## config.mk

```make
export PLATFORM = sky130hd
export DESIGN_NAME = tmwm_timer
export DESIGN_NICKNAME = d
export VERILOG_FILES = /design/src/core/tmwm_pkg.sv /design/src/core/tmwm_timer.sv
export SDC_FILE = /design/constraint.sdc
export NUM_CORES = 1
export LEC_CHECK = 0
export ABC_AREA = 1
export CAP_MARGIN = 20
export CORE_ASPECT_RATIO = 0.7
export CORE_MARGIN = 2
export CORE_UTILIZATION = 32
export DETAILED_ROUTE_END_ITERATION = 12
export DONT_BUFFER_PORTS = 1
export GPL_ROUTABILITY_DRIVEN = 0
export HOLD_SLACK_MARGIN = 0.03
export PLACE_DENSITY_LB_ADDON = 0.05
export RECOVER_POWER = 50
export REMOVE_ABC_BUFFERS = 1
export SYNTH_ARGS = -nofsm -noshare
export SYNTH_HDL_FRONTEND = slang
export SYNTH_SLANG_ARGS = --single-unit
```

## constraint.sdc

```tcl
create_clock -name aclk -period 2.1 [get_ports aclk]
set_input_delay 0.525 -clock aclk [delete_from_list [all_inputs] [get_ports aclk]]
set_output_delay 0.525 -clock aclk [all_outputs]
set_load 0.01 [all_outputs]
```

## src/core/tmwm_pkg.sv

```systemverilog
// package: register map, field positions and mode codes for the timer block
package tmwm_pkg;
	localparam logic [7:0] TMWM_OFF_CTRL_A   = 8'h24;
	localparam logic [7:0] TMWM_OFF_CTRL_B   = 8'h28;
	localparam logic [7:0] TMWM_OFF_COUNT    = 8'h2C;
	localparam logic [7:0] TMWM_OFF_CMP_A    = 8'h30;
	localparam logic [7:0] TMWM_OFF_CMP_B    = 8'h34;
	localparam logic [7:0] TMWM_OFF_STATUS   = 8'h38;
	localparam logic [7:0] TMWM_OFF_MASK     = 8'h3C;
	localparam int         TMWM_A_ACT_LSB    = 6;
	localparam int         TMWM_B_ACT_LSB    = 4;
	localparam int         TMWM_MODE_HI_BIT  = 3;
	localparam int         TMWM_EN_BIT       = 0;
	localparam logic [7:0] TMWM_CTRL_A_MASK  = 8'hF3;
	localparam logic [7:0] TMWM_CTRL_B_MASK  = 8'h09;
	localparam logic [7:0] TMWM_RESET_VAL    = 8'h00;
	localparam logic [7:0] TMWM_MAX          = 8'hFF;
	localparam logic [7:0] TMWM_BOTTOM       = 8'h00;
	localparam int         TMWM_ST_OVF       = 0;
	localparam int         TMWM_ST_CMP_A     = 1;
	localparam int         TMWM_ST_CMP_B     = 2;
	localparam logic [1:0] TMWM_RESP_OKAY    = 2'h0;
	localparam logic [1:0] TMWM_RESP_SLVERR  = 2'h2;
	localparam logic [2:0] TMWM_MODE_NORMAL  = 3'h0;
	localparam logic [2:0] TMWM_MODE_PC_FF   = 3'h1;
	localparam logic [2:0] TMWM_MODE_CTC     = 3'h2;
	localparam logic [2:0] TMWM_MODE_FAST_FF = 3'h3;
	localparam logic [2:0] TMWM_MODE_PC_A    = 3'h5;
	localparam logic [2:0] TMWM_MODE_FAST_A  = 3'h7;
	localparam logic [1:0] TMWM_ACT_OFF      = 2'h0;
	localparam logic [1:0] TMWM_ACT_TOGGLE   = 2'h1;
	localparam logic [1:0] TMWM_ACT_CLEAR    = 2'h2;
	localparam logic [1:0] TMWM_ACT_SET      = 2'h3;

	// decoded view of the current wave mode
	typedef struct packed {
		logic fast;
		logic phase;
		logic top_is_a;
		logic ovf_at_top;
	} tmwm_mode_t;

	// compare output pin as three signals
	typedef struct packed {
		logic out;
		logic oe;
		logic sel;
	} tmwm_pin_t;
endpackage

```

## src/core/tmwm_timer.sv

```systemverilog
// timer/counter with wave mode control, compare outputs and AXI4-Lite regs
//
// Function
// [RULE_01] nonzero output-action field hands the pin to the compare output
// [RULE_02] software sets the pin direction to output for the wave to show
// [RULE_03] non-PWM channel A: off, toggle, clear, set on match
// [RULE_04] fast PWM A: 10 clear on match set at bottom, 11 inverse
// [RULE_05] PWM A code 01 toggles only with wave mode high bit set
// [RULE_06] phase-correct A: 10 clears up-counting, sets down-counting; 11 inverse
// [RULE_07] fast PWM A at TOP with upper bit: match ignored, act at bottom
// [RULE_08] phase-correct A at TOP with upper bit: match ignored, act at TOP
// [RULE_09] non-PWM channel B: off, toggle, clear, set on match
// [RULE_10] fast PWM B: 10 non-inverting, 11 inverting, 01 reserved
// [RULE_11] phase-correct B: 10 clears up, sets down; 11 inverse
// [RULE_12] PWM B at TOP with upper bit: match ignored, act at TOP
// [RULE_13] control bits 3 and 2 always read zero
// [RULE_14] wave mode selects counting style and TOP source
// [RULE_15] compare update point and overflow flag point follow the mode
// [RULE_16] control register resets to zero: normal mode, outputs off
// [RULE_17] fast PWM counts to TOP then back to zero next tick
// [RULE_18] phase-correct counts up to TOP and down, TOP held one tick
//
// Our own choice: the AXI4-Lite register port.
`timescale 1ns/1ps
`default_nettype none
module tmwm_timer
	import tmwm_pkg::*;
#(
	parameter int PRESCALE = 1
) (
	input  wire logic        aclk,
	input  wire logic        aresetn,
	input  wire logic [7:0]  s_axi_awaddr,
	input  wire logic        s_axi_awvalid,
	output logic             s_axi_awready,
	input  wire logic [31:0] s_axi_wdata,
	input  wire logic [3:0]  s_axi_wstrb,
	input  wire logic        s_axi_wvalid,
	output logic             s_axi_wready,
	output logic [1:0]       s_axi_bresp,
	output logic             s_axi_bvalid,
	input  wire logic        s_axi_bready,
	input  wire logic [7:0]  s_axi_araddr,
	input  wire logic        s_axi_arvalid,
	output logic             s_axi_arready,
	output logic [31:0]      s_axi_rdata,
	output logic [1:0]       s_axi_rresp,
	output logic             s_axi_rvalid,
	input  wire logic        s_axi_rready,
	output logic             chan_a_out_pin,
	output logic             chan_a_pin_sel,
	output logic             chan_b_out_pin,
	output logic             chan_b_pin_sel,
	output logic             irq
);
	logic [7:0] waveform_control_a;
	logic [7:0] waveform_control_b;
	logic [7:0] count_value;
	logic [7:0] chan_a_compare_value;
	logic [7:0] chan_b_compare_value;
	logic [7:0] cmp_a_buf;
	logic [7:0] cmp_b_buf;
	logic [2:0] status;
	logic [2:0] irq_mask;
	logic       count_down;
	logic       oc_a;
	logic       oc_b;
	logic [15:0] pre_cnt;
	logic       tick;

	logic [1:0] chan_a_out_action;
	logic [1:0] chan_b_out_action;
	logic [2:0] wave_mode;
	logic       wave_mode_high_bit;
	tmwm_mode_t md;
	logic [7:0] top;
	logic       at_top;
	logic       at_bottom;
	logic       match_a;
	logic       match_b;
	logic       ovf_evt;
	logic       upd_evt;
	logic [7:0] next_count;
	logic       next_down;

	assign chan_a_out_action  = waveform_control_a[TMWM_A_ACT_LSB +: 2];
	assign chan_b_out_action  = waveform_control_a[TMWM_B_ACT_LSB +: 2];
	assign wave_mode_high_bit = waveform_control_b[TMWM_MODE_HI_BIT];
	assign wave_mode = {wave_mode_high_bit, waveform_control_a[1:0]};

	always_comb begin
		md = '0;
		unique case (wave_mode) // RULE_14
			TMWM_MODE_PC_FF:   md.phase = 1'b1;
			TMWM_MODE_CTC:     md.top_is_a = 1'b1;
			TMWM_MODE_FAST_FF: md.fast = 1'b1;
			TMWM_MODE_PC_A: begin
				md.phase = 1'b1;
				md.top_is_a = 1'b1;
			end
			TMWM_MODE_FAST_A: begin
				md.fast = 1'b1;
				md.top_is_a = 1'b1;
				md.ovf_at_top = 1'b1;
			end
			default: md = '0;
		endcase
	end

	// reserved modes 4 and 6 count like normal mode with TOP at MAX
	assign top       = md.top_is_a ? chan_a_compare_value : TMWM_MAX; // RULE_14
	assign at_top    = (count_value == top);
	assign at_bottom = (count_value == TMWM_BOTTOM);
	assign match_a   = tick && (count_value == chan_a_compare_value);
	assign match_b   = tick && (count_value == chan_b_compare_value);

	always_comb begin
		next_count = count_value + 8'h01;
		next_down  = count_down;
		if (md.phase) begin
			if (!count_down && at_top) begin // RULE_18
				next_down  = 1'b1;
				next_count = count_value - 8'h01;
			end else if (count_down && at_bottom) begin
				next_down  = 1'b0;
			end else if (count_down) begin
				next_count = count_value - 8'h01;
			end
		end else if (at_top) begin // RULE_17
			next_count = TMWM_BOTTOM;
			next_down  = 1'b0;
		end
		if (md.phase && !count_down && at_top && top == TMWM_BOTTOM)
			next_count = TMWM_BOTTOM;
	end

	always_comb begin
		ovf_evt = 1'b0;
		upd_evt = 1'b0;
		if (tick) begin
			if (md.phase) begin // RULE_15
				ovf_evt = count_down && at_bottom;
				upd_evt = !count_down && at_top;
			end else if (md.fast) begin
				ovf_evt = md.ovf_at_top ? at_top : (count_value == TMWM_MAX);
				upd_evt = at_top;
			end else begin
				ovf_evt = (count_value == TMWM_MAX);
				upd_evt = 1'b1;
			end
		end
	end

	// timer clock enable from the prescaler; stopped while enable bit is 0
	always_ff @(posedge aclk) begin
		if (!aresetn || !waveform_control_b[TMWM_EN_BIT]) begin
			pre_cnt <= '0;
			tick    <= 1'b0;
		end else if (pre_cnt == 16'(PRESCALE - 1)) begin
			pre_cnt <= '0;
			tick    <= 1'b1;
		end else begin
			pre_cnt <= pre_cnt + 16'h0001;
			tick    <= 1'b0;
		end
	end

	// write path signals
	logic        aw_held;
	logic        w_held;
	logic [7:0]  aw_addr;
	logic [31:0] w_data;
	logic [3:0]  w_strb;
	logic        wr_go;
	logic        wr_ok;
	logic        wr_cnt;

	assign wr_go  = aw_held && w_held && !s_axi_bvalid;
	assign wr_ok  = wr_go && w_strb[0];
	assign wr_cnt = wr_ok && aw_addr == TMWM_OFF_COUNT;

	always_ff @(posedge aclk) begin
		if (!aresetn) begin
			count_value <= TMWM_RESET_VAL;
			count_down  <= 1'b0;
		end else if (wr_cnt) begin
			count_value <= w_data[7:0];
		end else if (tick) begin
			count_value <= next_count;
			count_down  <= next_down;
		end
	end

	// double buffer: in PWM modes compare values load only at the update point; non-PWM modes load them every cycle
	always_ff @(posedge aclk) begin
		if (!aresetn) begin
			chan_a_compare_value <= TMWM_RESET_VAL;
			chan_b_compare_value <= TMWM_RESET_VAL;
		end else if (upd_evt || (!md.fast && !md.phase)) begin // RULE_15
			chan_a_compare_value <= cmp_a_buf;
			chan_b_compare_value <= cmp_b_buf;
		end
	end

	// compare output waveform, one generate entry per channel
	logic [1:0] act   [2];
	logic [7:0] cmpv  [2];
	logic       match [2];
	logic       oc_q  [2];
	assign act[0]   = chan_a_out_action;
	assign act[1]   = chan_b_out_action;
	assign cmpv[0]  = chan_a_compare_value;
	assign cmpv[1]  = chan_b_compare_value;
	assign match[0] = match_a;
	assign match[1] = match_b;
	assign oc_a = oc_q[0];
	assign oc_b = oc_q[1];

	for (genvar c = 0; c < 2; c++) begin : g_chan
		logic next_oc;
		logic top_special;
		logic toggle_ok;
		assign toggle_ok = (c == 0) ? wave_mode_high_bit : 1'b0; // RULE_05 RULE_10
		assign top_special = act[c][1] && (cmpv[c] == top); // RULE_07 RULE_08 RULE_12
		always_comb begin
			next_oc = oc_q[c];
			if (md.fast) begin
				if (act[c] == TMWM_ACT_TOGGLE) begin
					if (toggle_ok && match[c])
						next_oc = !oc_q[c];
				end else if (act[c][1] && tick && at_top) begin
					// RULE_04 RULE_07 RULE_10 action lands on the move to bottom
					// with compare at TOP the match is dropped, so the level holds
					next_oc = !act[c][0];
				end else if (act[c][1] && match[c] && !top_special) begin
					next_oc = act[c][0]; // RULE_04 RULE_10
				end
			end else if (md.phase) begin
				if (act[c] == TMWM_ACT_TOGGLE) begin
					if (toggle_ok && match[c])
						next_oc = !oc_q[c]; // RULE_05
				end else if (act[c][1] && top_special) begin
					if (tick && at_top)
						next_oc = !act[c][0]; // RULE_08 RULE_12
				end else if (act[c][1] && match[c]) begin
					// RULE_06 RULE_11 up clears for 10, down sets
					next_oc = count_down ? !act[c][0] : act[c][0];
				end
			end else if (match[c]) begin
				unique case (act[c]) // RULE_03 RULE_09
					TMWM_ACT_TOGGLE: next_oc = !oc_q[c];
					TMWM_ACT_CLEAR:  next_oc = 1'b0;
					TMWM_ACT_SET:    next_oc = 1'b1;
					TMWM_ACT_OFF:    next_oc = oc_q[c];
				endcase
			end
		end
		always_ff @(posedge aclk) begin
			if (!aresetn)
				oc_q[c] <= 1'b0;
			else
				oc_q[c] <= next_oc;
		end
	end

	// pin takeover is registered so the outputs come from flip-flops
	always_ff @(posedge aclk) begin
		if (!aresetn) begin
			chan_a_out_pin <= 1'b0;
			chan_b_out_pin <= 1'b0;
			chan_a_pin_sel <= 1'b0;
			chan_b_pin_sel <= 1'b0;
		end else begin
			chan_a_out_pin <= oc_a;
			chan_b_out_pin <= oc_b;
			chan_a_pin_sel <= |chan_a_out_action; // RULE_01
			chan_b_pin_sel <= |chan_b_out_action; // RULE_01
		end
	end

	// AXI4-Lite write channel: address and data in either order
	always_ff @(posedge aclk) begin
		if (!aresetn) begin
			aw_held <= 1'b0;
			w_held  <= 1'b0;
			aw_addr <= '0;
			w_data  <= '0;
			w_strb  <= '0;
		end else begin
			if (s_axi_awvalid && s_axi_awready) begin
				aw_held <= 1'b1;
				aw_addr <= s_axi_awaddr;
			end else if (wr_go) begin
				aw_held <= 1'b0;
			end
			if (s_axi_wvalid && s_axi_wready) begin
				w_held <= 1'b1;
				w_data <= s_axi_wdata;
				w_strb <= s_axi_wstrb;
			end else if (wr_go) begin
				w_held <= 1'b0;
			end
		end
	end

	always_ff @(posedge aclk) begin
		if (!aresetn) begin
			s_axi_awready <= 1'b0;
			s_axi_wready  <= 1'b0;
		end else begin
			s_axi_awready <= !aw_held && !s_axi_awready && !s_axi_bvalid;
			s_axi_wready  <= !w_held && !s_axi_wready && !s_axi_bvalid;
		end
	end

	logic wr_known;
	assign wr_known = aw_addr == TMWM_OFF_CTRL_A || aw_addr == TMWM_OFF_CTRL_B
		|| aw_addr == TMWM_OFF_COUNT || aw_addr == TMWM_OFF_CMP_A
		|| aw_addr == TMWM_OFF_CMP_B || aw_addr == TMWM_OFF_STATUS
		|| aw_addr == TMWM_OFF_MASK;

	always_ff @(posedge aclk) begin
		if (!aresetn) begin
			s_axi_bvalid <= 1'b0;
			s_axi_bresp  <= TMWM_RESP_OKAY;
		end else if (wr_go) begin
			s_axi_bvalid <= 1'b1;
			s_axi_bresp  <= wr_known ? TMWM_RESP_OKAY : TMWM_RESP_SLVERR;
		end else if (s_axi_bready) begin
			s_axi_bvalid <= 1'b0;
		end
	end

	always_ff @(posedge aclk) begin
		if (!aresetn) begin
			waveform_control_a <= TMWM_RESET_VAL; // RULE_16
			waveform_control_b <= TMWM_RESET_VAL;
			cmp_a_buf          <= TMWM_RESET_VAL;
			cmp_b_buf          <= TMWM_RESET_VAL;
			irq_mask           <= '0;
		end else if (wr_ok) begin
			unique case (aw_addr)
				TMWM_OFF_CTRL_A: waveform_control_a <= w_data[7:0] & TMWM_CTRL_A_MASK; // RULE_13
				TMWM_OFF_CTRL_B: waveform_control_b <= w_data[7:0] & TMWM_CTRL_B_MASK;
				TMWM_OFF_CMP_A:  cmp_a_buf <= w_data[7:0];
				TMWM_OFF_CMP_B:  cmp_b_buf <= w_data[7:0];
				TMWM_OFF_MASK:   irq_mask <= w_data[2:0];
				default:         irq_mask <= irq_mask;
			endcase
		end
	end

	// sticky events; a new event wins over a write-one clear in one cycle
	logic [2:0] evt;
	logic [2:0] clr;
	assign evt = {match_b, match_a, ovf_evt}; // RULE_15
	assign clr = (wr_ok && aw_addr == TMWM_OFF_STATUS) ? w_data[2:0] : 3'h0;

	always_ff @(posedge aclk) begin
		if (!aresetn) begin
			status <= '0;
			irq    <= 1'b0;
		end else begin
			status <= (status & ~clr) | evt;
			irq    <= |(((status & ~clr) | evt) & irq_mask);
		end
	end

	// read channel: one outstanding read, data one cycle after the arvalid and arready handshake
	always_ff @(posedge aclk) begin
		if (!aresetn) begin
			s_axi_arready <= 1'b0;
			s_axi_rvalid  <= 1'b0;
			s_axi_rdata   <= '0;
			s_axi_rresp   <= TMWM_RESP_OKAY;
		end else if (s_axi_rvalid) begin
			if (s_axi_rready)
				s_axi_rvalid <= 1'b0;
		end else if (s_axi_arvalid && s_axi_arready) begin
			s_axi_arready <= 1'b0;
			s_axi_rvalid  <= 1'b1;
			s_axi_rresp   <= TMWM_RESP_OKAY;
			unique case (s_axi_araddr)
				TMWM_OFF_CTRL_A: s_axi_rdata <= {24'h0, waveform_control_a}; // RULE_13
				TMWM_OFF_CTRL_B: s_axi_rdata <= {24'h0, waveform_control_b};
				TMWM_OFF_COUNT:  s_axi_rdata <= {24'h0, count_value};
				TMWM_OFF_CMP_A:  s_axi_rdata <= {24'h0, cmp_a_buf};
				TMWM_OFF_CMP_B:  s_axi_rdata <= {24'h0, cmp_b_buf};
				TMWM_OFF_STATUS: s_axi_rdata <= {29'h0, status};
				TMWM_OFF_MASK:   s_axi_rdata <= {29'h0, irq_mask};
				default: begin
					s_axi_rdata <= '0;
					s_axi_rresp <= TMWM_RESP_SLVERR;
				end
			endcase
		end else begin
			s_axi_arready <= 1'b1;
		end
	end

	a_pin_takeover: assert property (@(posedge aclk) disable iff (!aresetn) // RULE_01
		1 |=> chan_a_pin_sel == |$past(chan_a_out_action))
		else $error("channel a pin select does not follow action field");
	a_ctrl_reserved: assert property (@(posedge aclk) disable iff (!aresetn) // RULE_13
		waveform_control_a[3:2] == 2'b00)
		else $error("reserved control bits are set");
	a_ctc_set_match: assert property (@(posedge aclk) disable iff (!aresetn) // RULE_03
		!md.fast && !md.phase && match_a && chan_a_out_action == TMWM_ACT_SET
		|=> oc_a)
		else $error("set on match did not set channel a");
	a_fast_bottom: assert property (@(posedge aclk) disable iff (!aresetn) // RULE_04
		md.fast && tick && at_top && chan_a_out_action == TMWM_ACT_CLEAR
		&& chan_a_compare_value != top |=> oc_a)
		else $error("fast pwm non-inverting did not set at bottom");
	a_fast_wrap: assert property (@(posedge aclk) disable iff (!aresetn) // RULE_17
		md.fast && tick && at_top && !wr_cnt |=> count_value == TMWM_BOTTOM)
		else $error("fast pwm did not wrap to bottom");
	a_phase_turn: assert property (@(posedge aclk) disable iff (!aresetn) // RULE_18
		md.phase && tick && at_top && !count_down && !wr_cnt
		&& top != TMWM_BOTTOM |=> count_down)
		else $error("phase correct did not reverse at top");
	a_b_toggle_off: assert property (@(posedge aclk) disable iff (!aresetn) // RULE_10
		(md.fast || md.phase) && chan_b_out_action == TMWM_ACT_TOGGLE
		|=> $stable(oc_b))
		else $error("reserved channel b code changed output");
	a_a_toggle_gate: assert property (@(posedge aclk) disable iff (!aresetn) // RULE_05
		md.phase && chan_a_out_action == TMWM_ACT_TOGGLE && match_a
		&& wave_mode_high_bit |=> oc_a != $past(oc_a))
		else $error("channel a toggle missing in pwm");
	a_ovf_phase: assert property (@(posedge aclk) disable iff (!aresetn) // RULE_15
		md.phase && tick && count_down && at_bottom |=> status[TMWM_ST_OVF])
		else $error("overflow flag not set at bottom");
	a_reset_ctrl: assert property (@(posedge aclk) // RULE_16
		!aresetn |=> waveform_control_a == TMWM_RESET_VAL)
		else $error("control register not cleared by reset");
	c_fast_wrap:  cover property (@(posedge aclk) md.fast && tick && at_top);
	c_phase_turn: cover property (@(posedge aclk) md.phase && tick && at_top);
	c_irq_raise:  cover property (@(posedge aclk) $rose(irq));
endmodule
`default_nettype wire

```

# Word-level counts from Yosys, hierarchy flattened
# Memory sizes are Yosys's and may differ from the RTL's.
# Index checks and enable logic that the tools add are counted.
[totals] ff_bits=137 ram_bits=2 inputBits=59 output_inout_bits=46 word_cells=224 memories=1
[mem_list] name="oc_q" depth=2 width=1 read_ports=2 rd_clocked_by_memory_dff=0 write_ports=2 line_no="tmwm_timer.sv:209" source="logic oc_q [2];"
[classes] addsub=3 eq_ne=32 mux=67 n_bitwise=8 n_reduce_logical=83
[op_table] op="8-bit by 6-bit == test with 1-bit output (second input constant)" n=14
[op_table] op="8-bit two-way mux" n=9
[op_table] op="8-bit case mux with 7 select lines" n=1
[op_table] op="1-bit two-way mux" n=52
[op_table] op="8-bit == test" n=5
[op_table] op="1-bit logical AND" n=34
[op_table] op="16-bit by 1-bit adder with 16-bit output (second input constant)" n=1
[op_table] op="1-bit logical NOT" n=16
[op_table] op="16-bit logical NOT" n=1
[op_table] op="8-bit logical NOT" n=2
[op_table] op="2-bit AND reduction" n=6
[op_table] op="2-bit nonzero test" n=5
[op_table] op="2-bit OR reduction" n=5
[op_table] op="8-bit by 1-bit adder with 8-bit output (second input constant)" n=1
[op_table] op="2-bit == test (second input constant)" n=4
[op_table] op="8-bit == test (second input constant)" n=1
[op_table] op="1-bit logical OR" n=8
[op_table] op="1-bit case mux with 4 select lines" n=2
[op_table] op="8-bit by 1-bit subtractor with 8-bit output (second input constant)" n=1
[op_table] op="7-bit OR reduction" n=1
[op_table] op="3-bit bitwise AND" n=2
[op_table] op="3-bit by 2-bit == test with 1-bit output (second input constant)" n=2
[op_table] op="3-bit == test (second input constant)" n=2
[op_table] op="3-bit OR reduction" n=2
[op_table] op="other kinds (11)" n=16

# Logic depth before layout (Yosys ltp)
[logic_depth] word_depth=13 ltp_mapped=18 depth_no_buf=18

# Least setup slack after synthesis
# Ideal clock, no wire load.
[synth_path] kind="flip-flop to flip-flop" start="reg count_value[0]" end="reg count_value[1]" setup_time_ns=0.128 arrival_ns=1.740 t_required_ns=1.972 path_slack_ns=0.232 path_stages_with_launch=15 n_path_buf=1 synth_period_minus_slack_ns=1.868 path_cell_list="dfxtp_1 -> inv_1 -> buf_2 -> ha_1 -> nor3b_1 -> nand4_1 -> inv_1 -> nor2_1 -> nand2_2 -> nand2_1 -> nand2_1 -> nand2_1 -> nor2_1 -> nor2_1 -> nor2_1"
[synth_via] elab_chain_cells=8 elab_cells_between_ends=16 cone_classes="2 x add/sub; 1 x eq/ne; 8 x mux; 5 x reduce/logical"
[synth_lines] item="start, declared" line_no="tmwm_timer.sv:58" source="logic [7:0] count_value;"
[synth_lines] item="start signal, assigned" line_no="tmwm_timer.sv:187" source="count_value <= w_data[7:0];"
[synth_lines] item="start signal, assigned" line_no="tmwm_timer.sv:189" source="count_value <= next_count;"
[synth_lines] item="8-bit by 1-bit adder with 8-bit output, or another cell as far along" line_no="tmwm_timer.sv:118" source="next_count = count_value + 8'h01;"
[synth_lines] item="8-bit two-way mux or 1-bit logical AND (tied branches)" line_no="tmwm_timer.sv:126, tmwm_timer.sv:124"
[synth_lines] item="8-bit two-way mux" line_no="tmwm_timer.sv:124" source="end else if (count_down && at_bottom) begin"
[synth_lines] item="8-bit two-way mux" line_no="tmwm_timer.sv:121" source="if (!count_down && at_top) begin"
[synth_lines] item="8-bit two-way mux" line_no="tmwm_timer.sv:120" source="if (md.phase) begin"
[synth_lines] item="8-bit two-way mux (*)" line_no="tmwm_timer.sv:133" source="if (md.phase && !count_down && at_top && top == TMWM_BOTTOM)"
[synth_lines] item="8-bit two-way mux (*)" line_no="tmwm_timer.sv:188" source="end else if (tick) begin"
[synth_lines] item="8-bit two-way mux (*)" line_no="tmwm_timer.sv:186" source="end else if (wr_cnt) begin"
# Mark *: on every way between the ends. The rest lies on a longest branch, timed or not. The select of a mux whose other input is x is not followed.
# A chain may end at the register's enable or synchronous reset.

# Final worst setup path
[layout_path] start="reg waveform_control_b[3]" end="reg chan_b_compare_value[4]"
[layout_via] elab_chain_cells=9 elab_cells_between_ends=21 cone_classes="6 x eq/ne; 7 x mux; 8 x reduce/logical"
[layout_lines] item="start, declared" line_no="tmwm_timer.sv:57" source="logic [7:0] waveform_control_b;"
[layout_lines] item="start signal, assigned" line_no="tmwm_timer.sv:344" source="TMWM_OFF_CTRL_B: waveform_control_b <= w_data[7:0] & TMWM_CTRL_B_MASK;"
[layout_lines] item="3-bit == test or 3-bit by 2-bit == test with 1-bit output (tied branches)" line_no="tmwm_timer.sv:93" source="unique case (wave_mode)"
[layout_lines] item="3-bit OR reduction (no source line)"
[layout_lines] item="1-bit two-way mux" line_no="tmwm_timer.sv:93"
[layout_lines] item="8-bit two-way mux" line_no="tmwm_timer.sv:111" source="assign top = md.top_is_a ? chan_a_compare_value : TMWM_MAX;"
[layout_lines] item="8-bit == test" line_no="tmwm_timer.sv:112" source="assign at_top = (count_value == top);"
[layout_lines] item="1-bit two-way mux or 1-bit logical AND (tied branches)" line_no="tmwm_timer.sv:144, tmwm_timer.sv:143"
[layout_lines] item="1-bit two-way mux" line_no="tmwm_timer.sv:141" source="if (md.phase) begin"
[layout_lines] item="1-bit two-way mux" line_no="tmwm_timer.sv:140" source="if (tick) begin"
[layout_lines] item="1-bit logical OR (*)" line_no="tmwm_timer.sv:199" source="end else if (upd_evt || (!md.fast && !md.phase)) begin"
[layout_lines] item="end signal, assigned" line_no="tmwm_timer.sv:201" source="chan_b_compare_value <= cmp_b_buf;"
[layout_lines] item="end, declared" line_no="tmwm_timer.sv:60" source="logic [7:0] chan_b_compare_value;"
# Mark *: on every way between the ends. The rest lies on a longest branch, timed or not.

==> summary.txt <==
capturing point of the worst reg2reg path -> chan_b_compare_value[4]
unrepaired setup endpoints after global routing -> true
cell depth of the worst flop-to-flop path -> 16
Worst Path Class, Setup -> flop to flop
# nets final -> 1041
min Tclk post-route -> 2.13 ns
CP startpoint kind -> flop
via count -> 6239
register bit count reported by yosys -> 113
Worst VDD drop -> 409 uV
starting density of the core -> 0.327
minimum hold slack -> 0.229 ns
first-pass GRT wire length -> 32500 um
Crit Path Max Fanout -> 8
vias in the first global route -> 5816
status -> finished with violations
DRT iter0 DRCs -> 521
number of synthesized flops with an enable pin -> 1
fin crit share -> 1.02
Slew headroom -> 0.584
ANT nets after route -> 0
post-DR vias/cell -> 5.07
most numerous cell in the Yosys netlist -> nand2_1
CTS tree -> yes
pwr/cell area -> 695 mW/mm2
I/O pins -> 105
clk_lat worst skew -> 0.42 ns
CP Data Arrival Time -> 2.45 ns
maximum clock rate -> 0.469 GHz
gr usage total -> 0.210
Post-synth top flop -> dfxtp_1
Leak -> 3.25 nW
Worst setup EP type -> flop
drt wl/cell -> 17.2 um
Clock Pin Slew Worst Setup and Hold Paths -> 0.06 ns
share of cells above drive strength 1 -> 0.218
Hold Path Sink -> chan_a_compare_value[2]
Synth area leader -> dfxtp_1
share of the synthesized area in the top cell type -> 0.362
DRC Markers -> 0
most instantiated cells after synthesis -> 158 x nand2_1, 112 x dfxtp_1, 109 x inv_1, 103 x nor2_1, 65 x a21oi_1
DIE WIDTH -> 170 um
# clock sinks -> 113
Avg Synthesized Cell Area -> 6.82 um2
leading post-synthesis cells by cell area -> dfxtp_1 36%, nand2_1 9.6%, inv_1 6.6%
Die Y -> 120 um
synthesis-to-layout area growth -> 28.8%
Worst Hold Class -> primary input to flop
die area -> 0.0205 mm2
diodes inserted -> 0
detailed placement HPWL -> 15600 um
Reg-to-Reg Start -> waveform_control_b[3]
maxcap violations -> 0
hold_sp -> aresetn
mapped cell area -> 0.00619 mm2
Worst Hold Depth -> 2
CTS max path bufs -> 2
Gate Count Post-Synth -> 907
endpoints failing hold -> 0
max-slew violation count -> 0
Post-Layout Inst Area -> 0.00797 mm2
R2R Setup Slk -> -0.03 ns
DRT Pass-1 Iters -> 5
sequential area share after synthesis -> 0.367
Core Region -> 0.0189 mm2
Async S/R FF share, synth -> 0
H-tree depth -> 4
# rows -> 42
dpl cell area -> 0.00682 mm2
Synth cell types -> 47
setup_tns -> -0.210 ns
setup slack after layout -> -0.0333 ns
total CTS buffers -> 17
worst clock skew -> 0.0133 ns
initial antenna violation count -> 0
clk root buf -> clkbuf_16
Final setup violation count -> 11
largest net degree at the start of global routing -> 62
Critical Path RT -> 2.41 ns
failing checks -> setup timing
count of input and output buffers -> 0
routed wire length -> 21200 um
GRT Residual Overflow -> 0
Worst-Margin Slew -> 0.622 ns
YS warnings -> 0
-- stage by stage --
step	util	worst slack, ns	std cells	power (mW)
after floorplan	-	-0.0459	871	2.38
after global placement	0.360	-0.323	1189	2.45
after detailed placement	0.360	-0.313	1189	2.45
after CTS	0.409	-0.0184	1227	5.58
after global routing	0.421	-0.157	1231	5.71
final	0.421	-0.0333	1231	5.54
-- cells in the final DEF, fill, tap and decap left out, drive strengths merged, types with 2 or more instances in the layout --
cell type,count
o211ai,2
a211oi,18
nor2,107
clkinvlp,3
o21ai,77
xnor2,5
nor4,8
a311oi,3
buf,84
a221oi,4
nand2,163
a21oi,65
nor3b,8
o22ai,15
dfxtp,112
nand3,67
inv,115
nand4,16
a31oi,3
conb,26
nor3,22
clkinv,7
ha,5
o2111ai,2
xor2,14
clkbuf,21
bufinv,4
or2,2
nand3b,3
o221ai,2
-- flip-flops by register name (all words and copies together) (netlist names), 8 cells and up --
| name | flops |
|---|---|
| cmp_b_buf | 8 |
| chan_b_compare_value | 8 |
| aw_addr | 8 |
| w_data | 8 |
| cmp_a_buf | 8 |
| chan_a_compare_value | 8 |
| pre_cnt | 16 |
| count_value | 8 |
| s_axi_rdata | 8 |
-- power breakdown --
part           leakage (nW)  total (mW)  internal [mW]  switching [mW]
Combinational          2.03       0.196         0.0492           0.147
Clock                 0.303        3.13           2.01            1.12
Sequential            0.919        2.21           2.18          0.0267
Total                  3.25        5.54           4.25            1.29
-- area by class of cell --
| cell class | count | area, um2 |
|---|---|---|
| Fill cell | 1964 | 11000 |
| Multi-Input combinational cell | 642 | 3560 |
| Sequential cell | 113 | 2280 |
| Timing Repair Buffer | 87 | 743 |
| Inverter | 116 | 447 |
| Clock buffer | 18 | 439 |
| Tap cell | 242 | 303 |
| Clock inverter | 13 | 185 |
-- layer usage --
metal / track usage / wire length (um) / up-vias
met5: 0 / 0 / -
met4: 0.0625 / 299 / 0
met3: 0.0445 / 1220 / 23
met2: 0.302 / 8770 / 163
met1: 0.311 / 10900 / 2952
li1: - / - / 3101
-- worst max-delay path, cell delays in order, from the launching register on --
cell and delay (ns):
dfxtp_4 0.37, inv_4 0.04, nand3_4 0.09, nand2_8 0.08
buf_8 0.14, buf_6 0.12, nand3_2 0.06, nand2_2 0.06
nor2_1 0.10, nand2_1 0.10, nor2_4 0.17, nand2_2 0.10
nand2_2 0.09, nand2_4 0.11, clkbuf_16 0.21, o21ai_1 0.13
nor2_1 0.05
-- how the worst max path moves through the flow --
stage / startpoint / endpoint
3_5_place_dp: waveform_control_b[3] / oc_q[1]
3_3_place_gp: waveform_control_b[3] / oc_q[1]
6_report: waveform_control_b[3] / chan_b_compare_value[4]
5_1_grt: waveform_control_b[3] / chan_a_compare_value[0]
2_1_floorplan: s_axi_araddr[7] / s_axi_rdata[1]
4_1_cts: waveform_control_a[0] / oc_q[1]
-- cell families after synthesis --
family	Yosys count	share of synthesized area
AND/OR/NAND/NOR	398	0.287
AO/OA/AOI/OAI	194	0.177
buffers and inverters	177	0.130
flip-flops	113	0.367
XOR/XNOR	19	0.0269
adder cells (fa/ha/maj)	5	0.0101
other	1	0.000606
-- repair_timing --
action | CTS | global route
resized for setup | 63 | 50
pin swaps | 29 | 23
endpoints found under the setup margin | 30 | 34
hold buffers | 0 | 0
setup buffers | 8 | 4
cloned | 1 | 1
endpoints found under the hold margin | 0 | 0
(Power assumes the default switching activity.)
